--- config.mk ---
export PLATFORM = sky130hd
export DESIGN_NAME = cafa_core
export DESIGN_NICKNAME = d
export VERILOG_FILES = /design/src/cafa_pkg.sv /design/src/cafa_ea.sv /design/src/cafa_flags.sv /design/src/cafa_core.sv
export VERILOG_INCLUDE_DIRS = /design/src /design/src/src
export SDC_FILE = /design/constraint.sdc
export NUM_CORES = 1
export LEC_CHECK = 0
export ABC_AREA = 1
export ABC_CLOCK_PERIOD_IN_PS = 8200
export BUFFER_PORTS_ARGS = -buffer_cell sky130_fd_sc_hd__buf_2
export CAP_MARGIN = 5
export CORE_MARGIN = 2
export CORE_UTILIZATION = 35
export DETAILED_ROUTE_END_ITERATION = 6
export GPL_ROUTABILITY_DRIVEN = 0
export SYNTH_ARGS = -nofsm -noshare
export SYNTH_HDL_FRONTEND = slang
export SYNTH_SLANG_ARGS = --single-unit
--- constraint.sdc ---
create_clock -name mclk -period 8.2 [get_ports mclk]
set_input_delay 1.64 -clock mclk [delete_from_list [all_inputs] [get_ports mclk]]
set_output_delay 1.64 -clock mclk [all_outputs]
set_load 0.05 [all_outputs]
--- src/cafa_regs.svh ---
// Register offsets, flag bit positions and reset values
// Included by the flags and core files of the flags and addressing block
`ifndef CAFA_REGS_SVH
`define CAFA_REGS_SVH
// Register port offsets
`define CAFA_R_FLAGS 4'h0
`define CAFA_R_IXH 4'h1
`define CAFA_R_IXL 4'h2
`define CAFA_R_IYH 4'h3
`define CAFA_R_IYL 4'h4
`define CAFA_R_PCH 4'h5
`define CAFA_R_PCL 4'h6
`define CAFA_R_CTRL 4'h7
`define CAFA_R_EAH 4'h8
`define CAFA_R_EAL 4'h9
`define CAFA_R_OPC 4'hA
`define CAFA_R_INFO 4'hB
`define CAFA_R_RES 4'hC
// Control register field
`define CAFA_CTRL_RUN 0
// Flag bit positions
`define CAFA_F_S 7
`define CAFA_F_X 6
`define CAFA_F_H 5
`define CAFA_F_I 4
`define CAFA_F_N 3
`define CAFA_F_Z 2
// Flags after reset: stop disable, both masks set
`define CAFA_FLAGS_RST 8'hD0
`endif

--- src/cafa_pkg.sv ---
// Types shared by the flags and addressing block
// No dependencies
package cafa_pkg;
  typedef enum logic [2:0] {
    M_INH, M_IMM, M_DIR, M_EXT, M_IND, M_REL
  } cafa_mode_t;
  typedef enum logic [3:0] {
    K_NONE, K_ADD, K_ADC, K_SUMBA, K_SUB, K_CMP, K_AND, K_LOAD,
    K_XINC, K_XDEC, K_YINC, K_YDEC, K_TAP, K_RETI, K_CLI, K_STOP
  } cafa_op_t;
  typedef enum logic [2:0] {
    S_IDLE, S_REQ, S_TAKE, S_DONE, S_HALT
  } cafa_fsm_t;
endpackage

--- src/cafa_ea.sv ---
// Effective address former for all addressing modes
// Operands arrive already assembled, most significant byte first
module cafa_ea (
  // Decoded instruction
  input wire cafa_pkg::cafa_mode_t mode,
  input wire logic use_y,
  input wire logic [7:0] first,
  input wire logic [15:0] opnd,
  // Address sources
  input wire logic [15:0] xidx,
  input wire logic [15:0] yidx,
  input wire logic [15:0] imm_addr,
  input wire logic [15:0] next_pc,
  // Result
  output logic [15:0] ea,
  output logic ea_valid
);
  import cafa_pkg::*;

  // Address per mode
  always_comb begin
    ea = 16'h0000;
    ea_valid = 1'b1;
    case (mode)
      M_IMM: ea = imm_addr;
      M_DIR: ea = {8'h00, first};
      M_EXT: ea = opnd;
      M_IND: ea = (use_y ? yidx : xidx) + {8'h00, first};
      M_REL: ea = next_pc + {{8{opnd[7]}}, opnd[7:0]};
      default: ea_valid = 1'b0;
    endcase
  end
endmodule

--- src/cafa_flags.sv ---
// Condition flag register with interrupt mask handling
// Operations arrive as one-cycle pulses from the execution unit
`include "cafa_regs.svh"
module cafa_flags (
  // Clock and reset
  input wire logic mclk,
  input wire logic rst,
  // Operation
  input wire logic op_valid,
  input wire cafa_pkg::cafa_op_t op_kind,
  input wire logic [7:0] op_a,
  input wire logic [7:0] op_b,
  input wire logic carry_in,
  input wire logic idx_zero,
  // Interrupts
  input wire logic irq_req,
  input wire logic hpri_req,
  input wire logic irq_stacked,
  input wire logic hpri_stacked,
  output logic irq_grant,
  output logic hpri_grant,
  // Results
  output logic [7:0] flags,
  output logic [7:0] result,
  output logic stop_halt
);
  import cafa_pkg::*;

  typedef struct packed {
    logic [7:0] flags;
    logic [7:0] result;
  } cafa_flg_st_t;

  cafa_flg_st_t cur;
  cafa_flg_st_t next_st;
  logic cin;
  logic nz_upd;
  logic [4:0] low_sum;
  logic [7:0] res;

  // Arithmetic and next flags
  always_comb begin
    next_st = cur;
    cin = (op_kind == K_ADC) ? carry_in : 1'b0;
    low_sum = {1'b0, op_a[3:0]} + {1'b0, op_b[3:0]} + {4'h0, cin};
    case (op_kind)
      K_ADD, K_ADC, K_SUMBA: res = op_a + op_b + {7'h00, cin};
      K_SUB, K_CMP: res = op_a - op_b;
      K_AND: res = op_a & op_b;
      default: res = op_a;
    endcase
    nz_upd = op_valid && (op_kind inside {K_ADD, K_ADC, K_SUMBA, K_SUB, K_CMP, K_AND, K_LOAD});
    if (nz_upd) begin
      next_st.flags[`CAFA_F_N] = res[7];
      next_st.flags[`CAFA_F_Z] = (res == 8'h00);
      if (op_kind != K_CMP) next_st.result = res;
    end
    if (op_valid) begin
      case (op_kind)
        K_ADD, K_ADC, K_SUMBA: next_st.flags[`CAFA_F_H] = low_sum[4];
        K_XINC, K_XDEC, K_YINC, K_YDEC: next_st.flags[`CAFA_F_Z] = idx_zero;
        K_TAP, K_RETI: begin
          next_st.flags = op_a;
          next_st.flags[`CAFA_F_X] = cur.flags[`CAFA_F_X] & op_a[`CAFA_F_X];
        end
        K_CLI: next_st.flags[`CAFA_F_I] = 1'b0;
        default: ;
      endcase
    end
    // Acknowledge after stacking wins over any clear
    if (irq_stacked) next_st.flags[`CAFA_F_I] = 1'b1;
    if (hpri_stacked) begin
      next_st.flags[`CAFA_F_X] = 1'b1;
      next_st.flags[`CAFA_F_I] = 1'b1;
    end
  end

  // State register
  always_ff @(posedge mclk or posedge rst) begin
    if (rst) begin
      cur <= '{flags: `CAFA_FLAGS_RST, result: 8'h00};
    end else begin
      cur <= next_st;
    end
  end

  // Outputs
  assign flags = cur.flags;
  assign result = cur.result;
  assign irq_grant = irq_req & ~cur.flags[`CAFA_F_I];
  assign hpri_grant = hpri_req & ~cur.flags[`CAFA_F_X];
  assign stop_halt = op_valid && op_kind == K_STOP && !cur.flags[`CAFA_F_S];
endmodule

--- src/cafa_core.sv ---
// Prebyte and opcode fetch, effective address and register port
// Memory answers a read with data in the cycle after mem_rd
//
// Decided for this implementation: the address-and-strobe port and the address map.
`include "cafa_regs.svh"

// Overview of operation
// - Zero flag set when result equals zero
// - Compare subtracts, updates flags, stores nothing
// - Index step changes only the zero flag
// - Negative flag copies result most significant bit
// - Global mask holds maskable requests pending
// - Reset sets global mask; software clears it
// - Interrupt acknowledge sets global mask after stacking
// - Half carry from bit 3 on adds
// - High priority mask set by reset, acknowledge
// - High priority mask cleared only by software
// - Halt with stop disable acts as no-operation
// - Words stored most significant byte first
// - Fetch at any byte address
// - Prebyte selects one of three other pages
// - Instruction is one to five bytes
// - Immediate operand width matches operated register
// - Direct address has high byte zero
// - Extended address is two following bytes
// - Inherent mode has no effective address
// - Indexed adds unsigned offset to index
// - Taken branch adds signed offset to counter
module cafa_core #(
  parameter logic [7:0] PRE_P1 = 8'h18,
  parameter logic [7:0] PRE_P2 = 8'h1A,
  parameter logic [7:0] PRE_P3 = 8'hCD
) (
  // Clock and reset
  input wire logic mclk,
  input wire logic rst,
  // Register port
  input wire logic [3:0] reg_addr,
  input wire logic [7:0] reg_wdata,
  input wire logic reg_wr,
  input wire logic reg_rd,
  output logic [7:0] reg_rdata,
  // Program and data memory
  output logic [15:0] mem_addr,
  output logic mem_rd,
  input wire logic [7:0] mem_rdata,
  // Decoded instruction
  output logic instr_done,
  output logic [1:0] instr_page,
  output logic [7:0] instr_opcode,
  output cafa_pkg::cafa_mode_t instr_mode,
  output logic [2:0] instr_len,
  output logic [23:0] instr_operand,
  output logic [15:0] instr_ea,
  output logic instr_ea_valid,
  input wire logic branch_true,
  // Execution unit operation
  input wire logic op_valid,
  input wire cafa_pkg::cafa_op_t op_kind,
  input wire logic [7:0] op_a,
  input wire logic [7:0] op_b,
  input wire logic carry_in,
  output logic [7:0] alu_result,
  output logic [7:0] condition_flags_reg,
  // Interrupt handshake
  input wire logic irq_req,
  input wire logic high_priority_int_pin,
  input wire logic irq_stacked,
  input wire logic hpri_stacked,
  output logic irq_grant,
  output logic hpri_grant,
  output logic low_power
);
  import cafa_pkg::*;

  // Prebyte codes must be distinct
  if (PRE_P1 == PRE_P2 || PRE_P1 == PRE_P3 || PRE_P2 == PRE_P3) begin : g_bad_pre
    $error("prebyte codes must differ");
  end

  // Mode from the opcode columns
  function automatic cafa_mode_t mode_of(input logic [7:0] opc);
    logic [3:0] hi;
    hi = opc[7:4];
    if (opc == 8'h12 || opc == 8'h13) mode_of = M_DIR;
    else if (opc == 8'h1E || opc == 8'h1F) mode_of = M_IND;
    else if (hi == 4'h2) mode_of = M_REL;
    else if (hi == 4'h6) mode_of = M_IND;
    else if (hi == 4'h7) mode_of = M_EXT;
    else if (hi[3] && hi[1:0] == 2'b00) mode_of = M_IMM;
    else if (hi[3] && hi[1:0] == 2'b01) mode_of = M_DIR;
    else if (hi[3] && hi[1:0] == 2'b10) mode_of = M_IND;
    else if (hi[3]) mode_of = M_EXT;
    else mode_of = M_INH;
  endfunction

  // Operand byte count for an opcode
  function automatic logic [1:0] count_of(input logic [7:0] opc, input cafa_mode_t md);
    logic wide;
    wide = (opc[3:0] == 4'h3) || (opc[3:0] == 4'hC) || (opc[3:0] == 4'hE);
    if (md == M_INH) count_of = 2'd0;
    else if (opc[7:4] == 4'h1) count_of = 2'd3;
    else if (md == M_EXT) count_of = 2'd2;
    else if (md == M_IMM && wide) count_of = 2'd2;
    else count_of = 2'd1;
  endfunction

  // Prebyte recognition: hit bit and page
  function automatic logic [2:0] page_of(input logic [7:0] b);
    if (b == PRE_P1) page_of = 3'b101;
    else if (b == PRE_P2) page_of = 3'b110;
    else if (b == PRE_P3) page_of = 3'b111;
    else page_of = 3'b000;
  endfunction

  typedef struct packed {
    cafa_fsm_t state;
    logic run;
    logic halt_req;
    logic [15:0] pc;
    logic [15:0] xidx;
    logic [15:0] yidx;
    logic [15:0] imm_addr;
    logic [1:0] page;
    logic pre_seen;
    logic [7:0] opcode;
    cafa_mode_t mode;
    logic [1:0] cnt;
    logic [1:0] left;
    logic [2:0] len;
    logic [7:0] first;
    logic [23:0] opnd;
    logic [7:0] rdata;
    logic done;
    logic [1:0] o_page;
    logic [7:0] o_opc;
    cafa_mode_t o_mode;
    logic [2:0] o_len;
    logic [23:0] o_opnd;
    logic [15:0] ea;
    logic ea_valid;
  } cafa_core_st_t;

  cafa_core_st_t cur;
  cafa_core_st_t next_st;
  logic [2:0] pg;
  logic idx_zero;
  logic stop_halt;
  logic [15:0] ea_w;
  logic ea_ok;

  // Effective address of the instruction just fetched
  cafa_ea u_ea (
    .mode(cur.mode),
    .use_y(cur.page[0]),
    .first(cur.first),
    .opnd(cur.opnd[15:0]),
    .xidx(cur.xidx),
    .yidx(cur.yidx),
    .imm_addr(cur.imm_addr),
    .next_pc(cur.pc),
    .ea(ea_w),
    .ea_valid(ea_ok)
  );

  // Condition flags and interrupt masks
  cafa_flags u_flags (
    .mclk(mclk),
    .rst(rst),
    .op_valid(op_valid),
    .op_kind(op_kind),
    .op_a(op_a),
    .op_b(op_b),
    .carry_in(carry_in),
    .idx_zero(idx_zero),
    .irq_req(irq_req),
    .hpri_req(high_priority_int_pin),
    .irq_stacked(irq_stacked),
    .hpri_stacked(hpri_stacked),
    .irq_grant(irq_grant),
    .hpri_grant(hpri_grant),
    .flags(condition_flags_reg),
    .result(alu_result),
    .stop_halt(stop_halt)
  );

  // Register port, index steps and fetch sequencer
  always_comb begin
    next_st = cur;
    next_st.done = 1'b0;
    next_st.rdata = 8'h00;
    idx_zero = 1'b0;
    pg = page_of(mem_rdata);
    // Software writes
    if (reg_wr) begin
      if (reg_addr == `CAFA_R_IXH) next_st.xidx[15:8] = reg_wdata;
      else if (reg_addr == `CAFA_R_IXL) next_st.xidx[7:0] = reg_wdata;
      else if (reg_addr == `CAFA_R_IYH) next_st.yidx[15:8] = reg_wdata;
      else if (reg_addr == `CAFA_R_IYL) next_st.yidx[7:0] = reg_wdata;
      else if (reg_addr == `CAFA_R_PCH && cur.state == S_IDLE) next_st.pc[15:8] = reg_wdata;
      else if (reg_addr == `CAFA_R_PCL && cur.state == S_IDLE) next_st.pc[7:0] = reg_wdata;
      else if (reg_addr == `CAFA_R_CTRL) next_st.run = reg_wdata[`CAFA_CTRL_RUN];
    end
    // Software reads, data in the next cycle
    if (reg_rd) begin
      if (reg_addr == `CAFA_R_FLAGS) next_st.rdata = condition_flags_reg;
      else if (reg_addr == `CAFA_R_IXH) next_st.rdata = cur.xidx[15:8];
      else if (reg_addr == `CAFA_R_IXL) next_st.rdata = cur.xidx[7:0];
      else if (reg_addr == `CAFA_R_IYH) next_st.rdata = cur.yidx[15:8];
      else if (reg_addr == `CAFA_R_IYL) next_st.rdata = cur.yidx[7:0];
      else if (reg_addr == `CAFA_R_PCH) next_st.rdata = cur.pc[15:8];
      else if (reg_addr == `CAFA_R_PCL) next_st.rdata = cur.pc[7:0];
      else if (reg_addr == `CAFA_R_CTRL) next_st.rdata = {7'h00, cur.run};
      else if (reg_addr == `CAFA_R_EAH) next_st.rdata = cur.ea[15:8];
      else if (reg_addr == `CAFA_R_EAL) next_st.rdata = cur.ea[7:0];
      else if (reg_addr == `CAFA_R_OPC) next_st.rdata = cur.o_opc;
      else if (reg_addr == `CAFA_R_INFO) next_st.rdata = {cur.o_page, cur.o_mode, cur.o_len};
      else if (reg_addr == `CAFA_R_RES) next_st.rdata = alu_result;
    end
    // Index increment and decrement, zero seen by the flags
    if (op_valid) begin
      case (op_kind)
        K_XINC: next_st.xidx = cur.xidx + 16'h0001;
        K_XDEC: next_st.xidx = cur.xidx - 16'h0001;
        K_YINC: next_st.yidx = cur.yidx + 16'h0001;
        K_YDEC: next_st.yidx = cur.yidx - 16'h0001;
        default: ;
      endcase
      if (op_kind inside {K_XINC, K_XDEC}) idx_zero = (next_st.xidx == 16'h0000);
      if (op_kind inside {K_YINC, K_YDEC}) idx_zero = (next_st.yidx == 16'h0000);
    end
    // A halt is taken only at an instruction boundary
    if (stop_halt) next_st.halt_req = 1'b1;
    case (cur.state)
      S_IDLE: begin
        if (cur.halt_req || stop_halt) begin
          next_st.halt_req = 1'b0;
          next_st.state = S_HALT;
        end else if (cur.run) begin
          next_st.state = S_REQ;
        end
      end
      S_REQ: begin
        next_st.pc = cur.pc + 16'h0001;
        next_st.state = S_TAKE;
      end
      S_TAKE: begin
        next_st.len = cur.len + 3'd1;
        next_st.state = S_REQ;
        if (cur.left != 2'd0) begin
          // Operand bytes shift in, earlier byte more significant
          next_st.opnd = {cur.opnd[15:0], mem_rdata};
          if (cur.left == cur.cnt) next_st.first = mem_rdata;
          next_st.left = cur.left - 2'd1;
          if (cur.left == 2'd1) next_st.state = S_DONE;
        end else if (pg[2] && !cur.pre_seen) begin
          next_st.pre_seen = 1'b1;
          next_st.page = pg[1:0];
        end else begin
          next_st.opcode = mem_rdata;
          next_st.mode = mode_of(mem_rdata);
          next_st.cnt = count_of(mem_rdata, next_st.mode);
          next_st.left = next_st.cnt;
          next_st.imm_addr = cur.pc;
          next_st.opnd = 24'h00_0000;
          next_st.first = 8'h00;
          if (next_st.cnt == 2'd0) next_st.state = S_DONE;
        end
      end
      S_DONE: begin
        next_st.done = 1'b1;
        next_st.o_page = cur.page;
        next_st.o_opc = cur.opcode;
        next_st.o_mode = cur.mode;
        next_st.o_len = cur.len;
        next_st.o_opnd = cur.opnd;
        next_st.ea = ea_ok ? ea_w : 16'h0000;
        next_st.ea_valid = ea_ok;
        if (cur.mode == M_REL && branch_true) next_st.pc = ea_w;
        next_st.page = 2'd0;
        next_st.pre_seen = 1'b0;
        next_st.len = 3'd0;
        if (cur.halt_req || stop_halt) begin
          next_st.halt_req = 1'b0;
          next_st.state = S_HALT;
        end else begin
          next_st.state = cur.run ? S_REQ : S_IDLE;
        end
      end
      S_HALT: begin
        // Any interrupt request wakes the fetcher
        if (irq_req || high_priority_int_pin) next_st.state = S_IDLE;
      end
      default: next_st.state = S_IDLE;
    endcase
  end

  // State register
  always_ff @(posedge mclk or posedge rst) begin
    if (rst) begin
      cur <= '0;
    end else begin
      cur <= next_st;
    end
  end

  // Outputs
  assign reg_rdata = cur.rdata;
  assign mem_addr = cur.pc;
  assign mem_rd = (cur.state == S_REQ);
  assign low_power = (cur.state == S_HALT);
  assign instr_done = cur.done;
  assign instr_page = cur.o_page;
  assign instr_opcode = cur.o_opc;
  assign instr_mode = cur.o_mode;
  assign instr_len = cur.o_len;
  assign instr_operand = cur.o_opnd;
  assign instr_ea = cur.ea;
  assign instr_ea_valid = cur.ea_valid;
endmodule

==> results.sh, run 1 <==
export IMPL_delay_contributed_by_the_slowest_stage_of_the_critical_path_ps=770
export IMPL_synth_fp_nets=2310
export IMPL_syn_mean_instance_area_um2=6.74
export IMPL_net_switching_power_uw=2610
export IMPL_syn_to_final_growth_pct=9.60
export IMPL_postSynth_topFlopCell="sky130_fd_sc_hd__dfrtp_1"
export IMPL_grt_setup_unrepaired="false"
export IMPL_final_instance_count_excl_fill=2818
export IMPL_ctsHoldBuffers=0
export IMPL_clockRootBuffer="sky130_fd_sc_hd__clkbuf_16"
export IMPL_outcome="finished, final reports clean"
export IMPL_crit_type="in2reg"
export IMPL_layout_cells_most_common="sky130_fd_sc_hd__nand2_1"
export IMPL_drt_vias_per_instance=5.50
export IMPL_cap_viol_max_count=0
export IMPL_route_detailed_drc=0
export IMPL_finalCriticalPeriod_ps=4510
export IMPL_drtPass1Iterations=6
export IMPL_clk_path_buf_depth=3
export IMPL_cts_tree="done"
export IMPL_critical_path_top_cell_by_count="sky130_fd_sc_hd__nand2_1"
export IMPL_die_w_um=210
export IMPL_timing_setup_tns_ps=0
export IMPL_post_route_period_util=0.550
export IMPL_wl_um=53800
export IMPL_seq_area_frac_synth=0.343
export IMPL_synth_edf_count=0
export IMPL_num_vias=15497
export IMPL_cp_max_fo=30
export IMPL_pwr_share_seq=0.327
export IMPL_ys_types=52
export IMPL_holdCritPathClass="reg2reg"
export IMPL_vertical_extent_of_the_die_um=210
export IMPL_dp_cells=2777
export IMPL_postSynthRegisterBits=204
export IMPL_cp_data_required_time_ps=8690
export IMPL_crit_arrival_ps=5000
export IMPL_avgRoutedWirePerCell_um=19.1
export IMPL_synth_cell_area_mm2=0.0149
export IMPL_maxSlewViolCount=0
export IMPL_grt_start_max_net_pins=81
export IMPL_worst_skew_late_latency_ps=550
export IMPL_synthCells=2212
export IMPL_slowest_stage="sky130_fd_sc_hd__nand2_1"
export IMPL_slew_headroom=0.213
export IMPL_num_nets_final=2361
export IMPL_n_antenna_cell=0
export IMPL_maxClockFrequency_mhz=222
export IMPL_mostFrequentLayoutCells="648 x sky130_fd_sc_hd__nand2_1, 257 x sky130_fd_sc_hd__inv_1, 255 x sky130_fd_sc_hd__o21ai_0, 201 x sky130_fd_sc_hd__dfrtp_1, 166 x sky130_fd_sc_hd__nor2_1"
export IMPL_timing_clock_skew_ps=14.0
export IMPL_clk_pin_slew_worst_paths_ps=60
export IMPL_max_vdd_ir_drop_mv=0.146
export IMPL_timing_final_hold_violations=0
export IMPL_cts_htree_levels=1
export IMPL_finish_utilization=0.389
export IMPL_post_cts_resize_count=0
export IMPL_start_kind="input port"
export IMPL_power_internal_uw=2560
export IMPL_end_kind="flip-flop"
export IMPL_initial_cell_density_of_the_core=0.355
export IMPL_critPathTopFamily="simple AND/OR/NAND/NOR gates"
export IMPL_core_region_area_mm2=0.0419
export IMPL_grt_util_all_layers=0.241
export IMPL_grt_pass1_vias=14554
export IMPL_numPortBuffers=152
export IMPL_wire_length_of_the_first_global_routing_pass_um=83900
export IMPL_cts_buffers_inserted=23
export IMPL_design_portCount=153
export IMPL_detail_route_iter0_violations=1674
export IMPL_ant_nets=0
export IMPL_synth_yosys_warnings=0
export IMPL_power_share_clock=0.205
export IMPL_ys_async_sr_fraction=1.00
export IMPL_fp_row_count=75
export IMPL_swShare=0.505
export IMPL_clock_sinks=204
export IMPL_drive_above_1_share=0.107
export IMPL_cellPowerDensity_mw_per_mm2=317
export IMPL_post_cts_setup_buffers=0
export IMPL_worst_pin_slew_ps=1180
export IMPL_worstPathBufferInverterCount=5
export IMPL_final_setup_viol_count=0
export IMPL_grt_overflow_total=0
export IMPL_p_leak_uw=0.00822
export IMPL_timing_critical_path_cells="buf_2 > inv_2 > nor2_4 > nand2_1 > nand2_1 > nand2_1 > inv_1 > ha_1 > inv_1 > nand2_1 > nand3_1 > nand2_1 > nand2_1 > nand2_1 > a21oi_1 > inv_1 > nand2_1 > nand3_1 > nand2_1 > nor2_1 > nand3_1 > nand2_1 > nand2_1 > nand2_1"
export IMPL_die_area_mm2=0.0443
export IMPL_comb_power_share=0.468
export IMPL_post_dp_hpwl_um=41800
export IMPL_antenna_violations_before_repair=2
[layer usage]
| layer | GRT usage | part of all wire | vias up |
|---|---|---|---|
| li1 | - | - | 7373 |
| met1 | 0.334 | 0.44 | 7294 |
| met2 | 0.366 | 0.43 | 680 |
| met3 | 0.0404 | 0.076 | 146 |
| met4 | 0.116 | 0.050 | 4 |
| met5 | 0 | 0.00046 | - |
[cell type report]
cell class	count	area [um2]
Clock buffer	33	643
Clock inverter	8	110
Fill cell	4431	25600
Inverter	270	1020
Multi-Input combinational cell	1599	7920
Sequential cell	204	5110
Tap cell	539	674
Timing Repair Buffer	165	858
[sequential cells by signal, summed over array words and instances, names as in the netlist]
signal and cells:
cur 106, instr_operand 24, instr_ea 16, mem_addr 16
instr_opcode 8, reg_rdata 8, u_flags.flags 8, u_flags.result 8
instr_len 3, instr_mode 3, instr_page 2, instr_done 1
instr_ea_valid 1
[cell families (layout without fill, tap and decap cells)]
group | Yosys count | in the layout | synth area share
AOI/OAI and AO/OA | 506 | 506 | 0.197
DFF | 204 | 204 | 0.343
and+or+nand+nor | 1039 | 1039 | 0.288
buffers and inverters | 409 | 476 | 0.126
xor gates and xnor gates | 7 | 7 | 0.00411
adders and majority gates | 47 | 47 | 0.0420
[cells in the mapped netlist (19+ instances only)]
master,instances,share of area
sky130_fd_sc_hd__nand2_1,648,0.16
sky130_fd_sc_hd__inv_1,259,0.065
sky130_fd_sc_hd__o21ai_0,255,0.086
sky130_fd_sc_hd__dfrtp_1,201,0.34
sky130_fd_sc_hd__nor2_1,167,0.042
sky130_fd_sc_hd__nand3_1,159,0.053
sky130_fd_sc_hd__a21oi_1,111,0.037
sky130_fd_sc_hd__buf_4,85,0.043
sky130_fd_sc_hd__ha_1,42,0.035
sky130_fd_sc_hd__clkbuf_1,37,0.0093
sky130_fd_sc_hd__a41oi_1,22,0.013
sky130_fd_sc_hd__a221oi_1,20,0.012
sky130_fd_sc_hd__or2_2,20,0.0084
sky130_fd_sc_hd__o211ai_1,19,0.0096
[power groups by stage]
stage / sequential, uW / combinational [uW] / clock (uW)
floorplan: 1590 / 1920 / 0
global placement: 1700 / 2360 / 0
detailed placement: 1700 / 2400 / 0
CTS: 1690 / 2410 / 1080
global route: 1720 / 2660 / 1120
finish: 1690 / 2420 / 1060
[through the flow]
| step | cell area, um2 | hold WS (ps) | worst slack [ps] | power (uW) |
|---|---|---|---|---|
| finish | 16300 | 475 | 3690 | 5170 |
| CTS | 16300 | 479 | 3810 | 5170 |
| global route | 16300 | 502 | 3390 | 5490 |
| global placement | 15600 | 458 | 3340 | 4060 |
| floorplan | 14900 | 443 | 998 | 3510 |
| detailed placement | 15600 | 466 | 3260 | 4100 |
[path summary, 6_finish.rpt]
path	startpoint	endpoint	slack [ps]	cells past startpoint
worst min register to register	cur[113]$_DFFE_PP0P_	instr_opcode[5]$_DFFE_PP0P_	470	2
worst min-delay path	cur[113]$_DFFE_PP0P_	instr_opcode[5]$_DFFE_PP0P_	470	2
worst max register to register	cur[117]$_DFFE_PP0P_	instr_ea[6]$_DFFE_PP0P_	4660	13
worst max-delay path	op_kind[3]	u_flags.flags[2]$_DFF_PP0_	3690	24
min in group asynchronous	rst	instr_done$_DFF_PP0_	1160	2
max in group asynchronous	rst	cur[158]$_DFF_PP0_	5730	3
[worst min-delay path, stage by stage (launching register included)]
cell                      delay [ps]
sky130_fd_sc_hd__dfrtp_1         340
sky130_fd_sc_hd__nand2_1          50
sky130_fd_sc_hd__nand2_1          50
No activity file was read; power rests on OpenSTA's default activity.
==> run 2: changes to the inputs <==
--- a/config.mk
+++ b/config.mk
@@ -6,8 +6,8 @@
 export SDC_FILE = /design/constraint.sdc
 export NUM_CORES = 1
 export LEC_CHECK = 0
-export ABC_AREA = 1
-export ABC_CLOCK_PERIOD_IN_PS = 8200
+export ABC_AREA = 0
+export ABC_CLOCK_PERIOD_IN_PS = 4300
 export BUFFER_PORTS_ARGS = -buffer_cell sky130_fd_sc_hd__buf_2
 export CAP_MARGIN = 5
 export CORE_MARGIN = 2
==> constraint.sdc (replaced) <==
create_clock -name mclk -period 4.3 [get_ports mclk]
set_input_delay 0.86 -clock mclk [delete_from_list [all_inputs] [get_ports mclk]]
set_output_delay 0.86 -clock mclk [all_outputs]
set_load 0.05 [all_outputs]
==> results.sh, run 2 <==
export IMPL_seq_area_frac_synth=0.349
export IMPL_synth_top_family_by_area="simple AND/OR/NAND/NOR gates"
export IMPL_dp_slack_ps=492
export IMPL_synth_cell_area_mm2=0.0146
export IMPL_vertical_extent_of_the_die_um=209
export IMPL_synth_edf_count=0
export IMPL_post_synthesis_compound_gate_area_fraction=0.213
export IMPL_mostFrequentLayoutCells="326 x sky130_fd_sc_hd__nand2_1, 201 x sky130_fd_sc_hd__dfrtp_1, 152 x sky130_fd_sc_hd__buf_2, 142 x sky130_fd_sc_hd__o21ai_0, 126 x sky130_fd_sc_hd__nor2_1"
export IMPL_maxClockFrequency_mhz=286
export IMPL_top_cell_type_by_total_area_after_synthesis="sky130_fd_sc_hd__dfrtp_1"
export IMPL_finalCriticalPeriod_ps=3500
export IMPL_synth_simple_area_share=0.222
export IMPL_top_register="cur"
export IMPL_crit_arrival_ps=3890
export IMPL_pwr_share_seq=0.315
export IMPL_worst_skew_late_latency_ps=560
export IMPL_timing_critical_path_cells="mux2_2 > ha_1 > fa_1 > a21oi_1 > nor2_1 > o31a_1 > o41a_1 > xor2_1 > a21oi_1 > a21oi_1"
export IMPL_drt_vias_per_instance=5.94
export IMPL_postSynth_topFlopCell="sky130_fd_sc_hd__dfrtp_1"
export IMPL_fp_row_count=74
export IMPL_cp_data_required_time_ps=4690
export IMPL_net_switching_power_uw=5510
export IMPL_p_leak_uw=0.00742
export IMPL_numPortBuffers=152
export IMPL_synth_area_leaders="sky130_fd_sc_hd__dfrtp_1 34%, sky130_fd_sc_hd__nand2_1 8.4%, sky130_fd_sc_hd__o21ai_0 4.9%, sky130_fd_sc_hd__buf_4 4.2%, sky130_fd_sc_hd__a21oi_1 4.0%"
export IMPL_post_cts_resize_count=0
export IMPL_design_portCount=153
export IMPL_power_share_clock=0.194
export IMPL_top_count_cell_post_synth="sky130_fd_sc_hd__nand2_1"
export IMPL_final_instance_count_excl_fill=2407
export IMPL_synth_area_mux_share=0.0622
export IMPL_grt_util_all_layers=0.238
export IMPL_slowest_stage="sky130_fd_sc_hd__dfrtp_1"
export IMPL_cts_tree="done"
export IMPL_die_w_um=209
export IMPL_grt_start_max_net_pins=88
export IMPL_synth_fp_nets=1923
export IMPL_critPathTopFamily="compound AO/OA/AOI/OAI gates"
export IMPL_cellPowerDensity_mw_per_mm2=680
export IMPL_wire_length_of_the_first_global_routing_pass_um=80600
export IMPL_slew_headroom=0.205
export IMPL_ant_nets=0
export IMPL_ys_async_sr_fraction=1.00
export IMPL_swShare=0.499
export IMPL_avgRoutedWirePerCell_um=22.1
export IMPL_layout_cells_most_common="sky130_fd_sc_hd__nand2_1"
export IMPL_drive_above_1_share=0.169
export IMPL_power_internal_uw=5540
export IMPL_delay_contributed_by_the_slowest_stage_of_the_critical_path_ps=490
export IMPL_clockRootBuffer="sky130_fd_sc_hd__clkbuf_16"
export IMPL_ys_top_cells_by_count="327 x sky130_fd_sc_hd__nand2_1, 201 x sky130_fd_sc_hd__dfrtp_1, 142 x sky130_fd_sc_hd__o21ai_0, 126 x sky130_fd_sc_hd__nor2_1, 118 x sky130_fd_sc_hd__a21oi_1"
export IMPL_post_route_period_util=0.814
export IMPL_design_area_mm2=0.0162
export IMPL_die_area_mm2=0.0435
export IMPL_clk_pin_slew_worst_paths_ps=60
export IMPL_multi_input_combinational_cell_area_mm2=0.00828
export IMPL_worstPathBufferInverterCount=0
export IMPL_layout_area_seq_mm2=0.00511
export IMPL_syn_mean_instance_area_um2=8.03
export IMPL_postPlaceCellArea_mm2=0.0154
export IMPL_end_kind="flip-flop"
export IMPL_synthXorXnorAreaFrac=0.0239
export IMPL_max_vdd_ir_drop_mv=0.525
export IMPL_worst_pin_slew_ps=1190
export IMPL_timing_clock_skew_ps=15.9
export IMPL_ys_types=76
export IMPL_cap_viol_max_count=0
export IMPL_postSynthRegisterBits=204
export IMPL_drtPass1Iterations=6
export IMPL_grt_overflow_total=0
export IMPL_synthCells=1825
export IMPL_grt_setup_unrepaired="false"
export IMPL_cts_buffers_inserted=25
export IMPL_cts_htree_levels=1
export IMPL_outcome="finished, final reports clean"
export IMPL_proportion_of_netlist_area_held_by_the_largest_area_contributor=0.343
export IMPL_maxSlewViolCount=0
export IMPL_antenna_violations_before_repair=3
export IMPL_largest_register_ffs=106
export IMPL_timing_final_hold_violations=0
export IMPL_layout_filler_cells=4235
export IMPL_comb_power_share=0.491
export IMPL_core_region_area_mm2=0.0411
export IMPL_holdCritPathClass="in2async"
export IMPL_route_detailed_drc=0
export IMPL_num_nets_final=1950
export IMPL_clock_sinks=204
export IMPL_timing_setup_tns_ps=0
export IMPL_cp_max_fo=7
export IMPL_post_cts_setup_buffers=0
export IMPL_wl_um=53200
export IMPL_final_setup_viol_count=0
export IMPL_ctsHoldBuffers=0
export IMPL_syn_to_final_growth_pct=10.9
export IMPL_synth_adder_area_share=0.0427
export IMPL_critical_path_top_cell_by_count="sky130_fd_sc_hd__a21oi_1"
export IMPL_dp_cells=2357
export IMPL_initial_cell_density_of_the_core=0.356
export IMPL_num_vias=14302
export IMPL_grt_pass1_vias=13359
export IMPL_crit_type="reg2reg"
export IMPL_worst_setup_slack_final_ps=801
export IMPL_detail_route_iter0_violations=1785
export IMPL_synth_yosys_warnings=0
export IMPL_post_dp_hpwl_um=39400
export IMPL_clk_path_buf_depth=3
export IMPL_start_kind="flip-flop"
run 2: layout make-up:
class                   instances  area share
flip-flops and latches        204       0.314
repair buffers                202      0.0722
multi-input cells            1368       0.510
diodes                          4    0.000616
inverters                      51      0.0120
clock inverters                13     0.00855
clock buffers                  33      0.0416
well taps                     532      0.0410
run 2: cell families (layout without fill, tap and decap cells):
family	count (synthesis)	after routing
multiplexers	84	84
AND/OR/NAND/NOR	709	709
adder cells (fa/ha/maj)	47	47
XOR/XNOR	40	40
other	0	4
AO/OA/AOI/OAI	488	488
buffers and inverters	253	299
flip-flops	204	204
run 2: path summary, 6_finish.rpt:
path,start,endpoint,slack [ps],cells past startpoint
hold reg to reg,instr_operand[14]$_DFFE_PP0P_,instr_operand[14]$_DFFE_PP0P_,470,2
setup / recovery,cur[117]$_DFFE_PP0P_,mem_addr[8]$_DFF_PP0_,800,10
hold / removal,rst,instr_operand[9]$_DFFE_PP0P_,440,2
min in group mclk,instr_operand[14]$_DFFE_PP0P_,instr_operand[14]$_DFFE_PP0P_,470,2
setup reg to reg,cur[117]$_DFFE_PP0P_,mem_addr[8]$_DFF_PP0_,800,10
max in group asynchronous,rst,u_flags.flags[4]$_DFFE_PP1P_,2850,3
run 2: per-stage QoR:
| stage | power, uW | utilization | hold slack [ps] |
|---|---|---|---|
| 6_report | 11000 | 0.395 | 445 |
| 5_1_grt | 11600 | 0.395 | 497 |
| 4_1_cts | 11000 | 0.395 | 464 |
| 3_5_place_dp | 8810 | 0.375 | 462 |
| 3_3_place_gp | 8740 | 0.375 | 456 |
| 2_1_floorplan | 7410 | - | 432 |
run 2: power by group through the flow:
stage	clock (uW)	combinational, uW	sequential [uW]
after floorplan	0	4270	3140
after global placement	0	5280	3470
after detailed placement	0	5330	3480
after CTS	2170	5360	3450
after global routing	2250	5830	3550
final	2140	5430	3480
run 2: metal layers:
metal,GRT usage,part of all wire,vias up
met5,0,0,-
met4,0.0993,0.040,0
met3,0.0432,0.096,144
met2,0.359,0.44,778
met1,0.334,0.43,6877
li1,-,-,6503
==> run 3: changes to the inputs <==
--- a/config.mk
+++ b/config.mk
@@ -7,7 +7,7 @@
 export NUM_CORES = 1
 export LEC_CHECK = 0
 export ABC_AREA = 0
-export ABC_CLOCK_PERIOD_IN_PS = 4300
+export ABC_CLOCK_PERIOD_IN_PS = 3500
 export BUFFER_PORTS_ARGS = -buffer_cell sky130_fd_sc_hd__buf_2
 export CAP_MARGIN = 5
 export CORE_MARGIN = 2
==> constraint.sdc (replaced) <==
create_clock -name mclk -period 3.5 [get_ports mclk]
set_input_delay 0.7 -clock mclk [delete_from_list [all_inputs] [get_ports mclk]]
set_output_delay 0.7 -clock mclk [all_outputs]
set_load 0.05 [all_outputs]
==> results.sh, run 3 (synthesized netlist as in run 2, its figures left out) <==
export IMPL_design_portCount=153
export IMPL_start_kind="flip-flop"
export IMPL_cts_tree="done"
export IMPL_end_kind="flip-flop"
export IMPL_fp_row_count=74
export IMPL_detail_route_iter0_violations=1678
export IMPL_timing_final_hold_violations=0
export IMPL_cts_htree_levels=1
export IMPL_maxSlewViolCount=0
export IMPL_post_route_period_util=0.950
export IMPL_top_register="cur"
export IMPL_max_vdd_ir_drop_mv=0.648
export IMPL_comb_power_share=0.504
export IMPL_num_vias=14379
export IMPL_largest_register_ffs=106
export IMPL_crit_arrival_ps=3780
export IMPL_wire_length_of_the_first_global_routing_pass_um=81000
export IMPL_dp_cells=2405
export IMPL_cts_buffers_inserted=26
export IMPL_layout_cells_most_common="sky130_fd_sc_hd__nand2_1"
export IMPL_clk_path_buf_depth=3
export IMPL_total_power_uw=14000
export IMPL_timing_setup_tns_ps=0
export IMPL_syn_to_final_growth_pct=14.2
export IMPL_die_w_um=209
export IMPL_p_leak_uw=0.00771
export IMPL_grt_util_all_layers=0.237
export IMPL_num_nets_final=2003
export IMPL_ctsHoldBuffers=0
export IMPL_pwr_share_seq=0.293
export IMPL_ant_nets=0
export IMPL_avgRoutedWirePerCell_um=21.5
export IMPL_clockRootBuffer="sky130_fd_sc_hd__clkbuf_16"
export IMPL_outcome="finished, final reports clean"
export IMPL_holdCritPathClass="in2async"
export IMPL_drive_above_1_share=0.195
export IMPL_grt_setup_unrepaired="false"
export IMPL_cellPowerDensity_mw_per_mm2=837
export IMPL_timing_clock_skew_ps=21.9
export IMPL_swShare=0.487
export IMPL_net_switching_power_uw=6820
export IMPL_drtPass1Iterations=6
export IMPL_die_area_mm2=0.0435
export IMPL_cp_max_fo=22
export IMPL_finalCriticalPeriod_ps=3320
export IMPL_final_setup_viol_count=0
export IMPL_power_internal_uw=7180
export IMPL_final_instance_count_excl_fill=2459
export IMPL_grt_overflow_total=0
export IMPL_wl_um=52900
export IMPL_numPortBuffers=152
export IMPL_core_region_area_mm2=0.0411
export IMPL_mostFrequentLayoutCells="326 x sky130_fd_sc_hd__nand2_1, 201 x sky130_fd_sc_hd__dfrtp_1, 152 x sky130_fd_sc_hd__buf_2, 141 x sky130_fd_sc_hd__o21ai_0, 126 x sky130_fd_sc_hd__nor2_1"
export IMPL_post_dp_hpwl_um=39200
export IMPL_vertical_extent_of_the_die_um=209
export IMPL_grt_start_max_net_pins=143
export IMPL_maxClockFrequency_mhz=301
export IMPL_grt_pass1_vias=13581
export IMPL_crit_type="reg2reg"
export IMPL_antenna_violations_before_repair=4
export IMPL_cp_data_required_time_ps=3960
export IMPL_power_share_clock=0.203
export IMPL_worst_pin_slew_ps=964
export IMPL_slew_headroom=0.352
export IMPL_cap_viol_max_count=0
export IMPL_drt_vias_per_instance=5.85
export IMPL_worst_skew_late_latency_ps=580
export IMPL_worst_r2r_cell_count=14
export IMPL_initial_cell_density_of_the_core=0.356
export IMPL_route_detailed_drc=0
export IMPL_clock_sinks=204
export IMPL_finish_utilization=0.407
export IMPL_clk_pin_slew_worst_paths_ps=60
## run 3: cell types whose count changed in the layout (fill, tap and decap cells not counted), sizes merged
cell    change
clkbuf      +1
inv         -2
bufinv      +1
buf        +52
## run 3: final timing paths
check	slack, ps	startpoint	end
setup / recovery	180	cur[117]$_DFFE_PP0P_	mem_addr[14]$_DFF_PP0_
hold / removal	20	rst	instr_operand[12]$_DFFE_PP0P_
setup reg to reg	180	cur[117]$_DFFE_PP0P_	mem_addr[14]$_DFF_PP0_
hold reg to reg	470	instr_operand[20]$_DFFE_PP0P_	instr_operand[20]$_DFFE_PP0P_
max in group asynchronous	2370	rst	reg_rdata[7]$_DFF_PP0_
min in group mclk	340	irq_stacked	u_flags.flags[4]$_DFFE_PP1P_
## run 3: area by class of cell
type / count / area (um2)
Fill cell: 4210 / 24400
Multi-Input combinational cell: 1368 / 8290
Sequential cell: 204 / 5110
Timing Repair Buffer: 254 / 1560
Clock buffer: 34 / 731
Tap cell: 532 / 666
Inverter: 51 / 195
Clock inverter: 12 / 166
Antenna cell: 4 / 10.0
## run 3: worst max-delay path: stages, from the launching register on
cell and delay, ps:
sky130_fd_sc_hd__dfrtp_1 350, sky130_fd_sc_hd__buf_4 270, sky130_fd_sc_hd__buf_4 230, sky130_fd_sc_hd__nand2_1 60, sky130_fd_sc_hd__o21ai_0 160, sky130_fd_sc_hd__ha_1 300, sky130_fd_sc_hd__inv_1 100, sky130_fd_sc_hd__nor2_1 70
sky130_fd_sc_hd__o31a_1 270, sky130_fd_sc_hd__o41a_1 490, sky130_fd_sc_hd__nand3_1 140, sky130_fd_sc_hd__xnor2_1 100, sky130_fd_sc_hd__a22oi_1 190, sky130_fd_sc_hd__o21ai_1 130, sky130_fd_sc_hd__a221o_1 350
## run 3: metrics by stage
| stage | cell area, um2 | hold WS (ps) | worst slack (ps) |
|---|---|---|---|
| after floorplan | 14700 | 432 | -27.1 |
| after global placement | 15800 | 455 | -105 |
| after detailed placement | 15800 | 456 | -198 |
| after CTS | 16700 | 4.13 | 158 |
| after global routing | 16700 | 23.8 | 54.7 |
| final | 16700 | 21.8 | 176 |
## run 3: metal layers
layer	global-route usage	vias to the layer above	wire, um
met5	0	-	0
met2	0.364	700	23200
met4	0.0808	0	1810
met3	0.0423	119	4510
met1	0.336	6961	23300
li1	-	6599	-
## run 3: what timing repair did
item / in CTS / in global routing
endpoints found under the hold margin: 0 / 0
resized for setup: 1 / 2
pin swaps: 0 / 2
setup endpoints to repair: 1 / 3
buffers inserted: 0 / 4
## run 3: power groups by stage
stage	registers (uW)	clock network [uW]	logic (uW)
after floorplan	3860	0	5250
after global placement	4100	0	6790
after detailed placement	4120	0	6870
after CTS	4080	2870	6910
after global routing	4200	2970	7570
final	4110	2840	7060
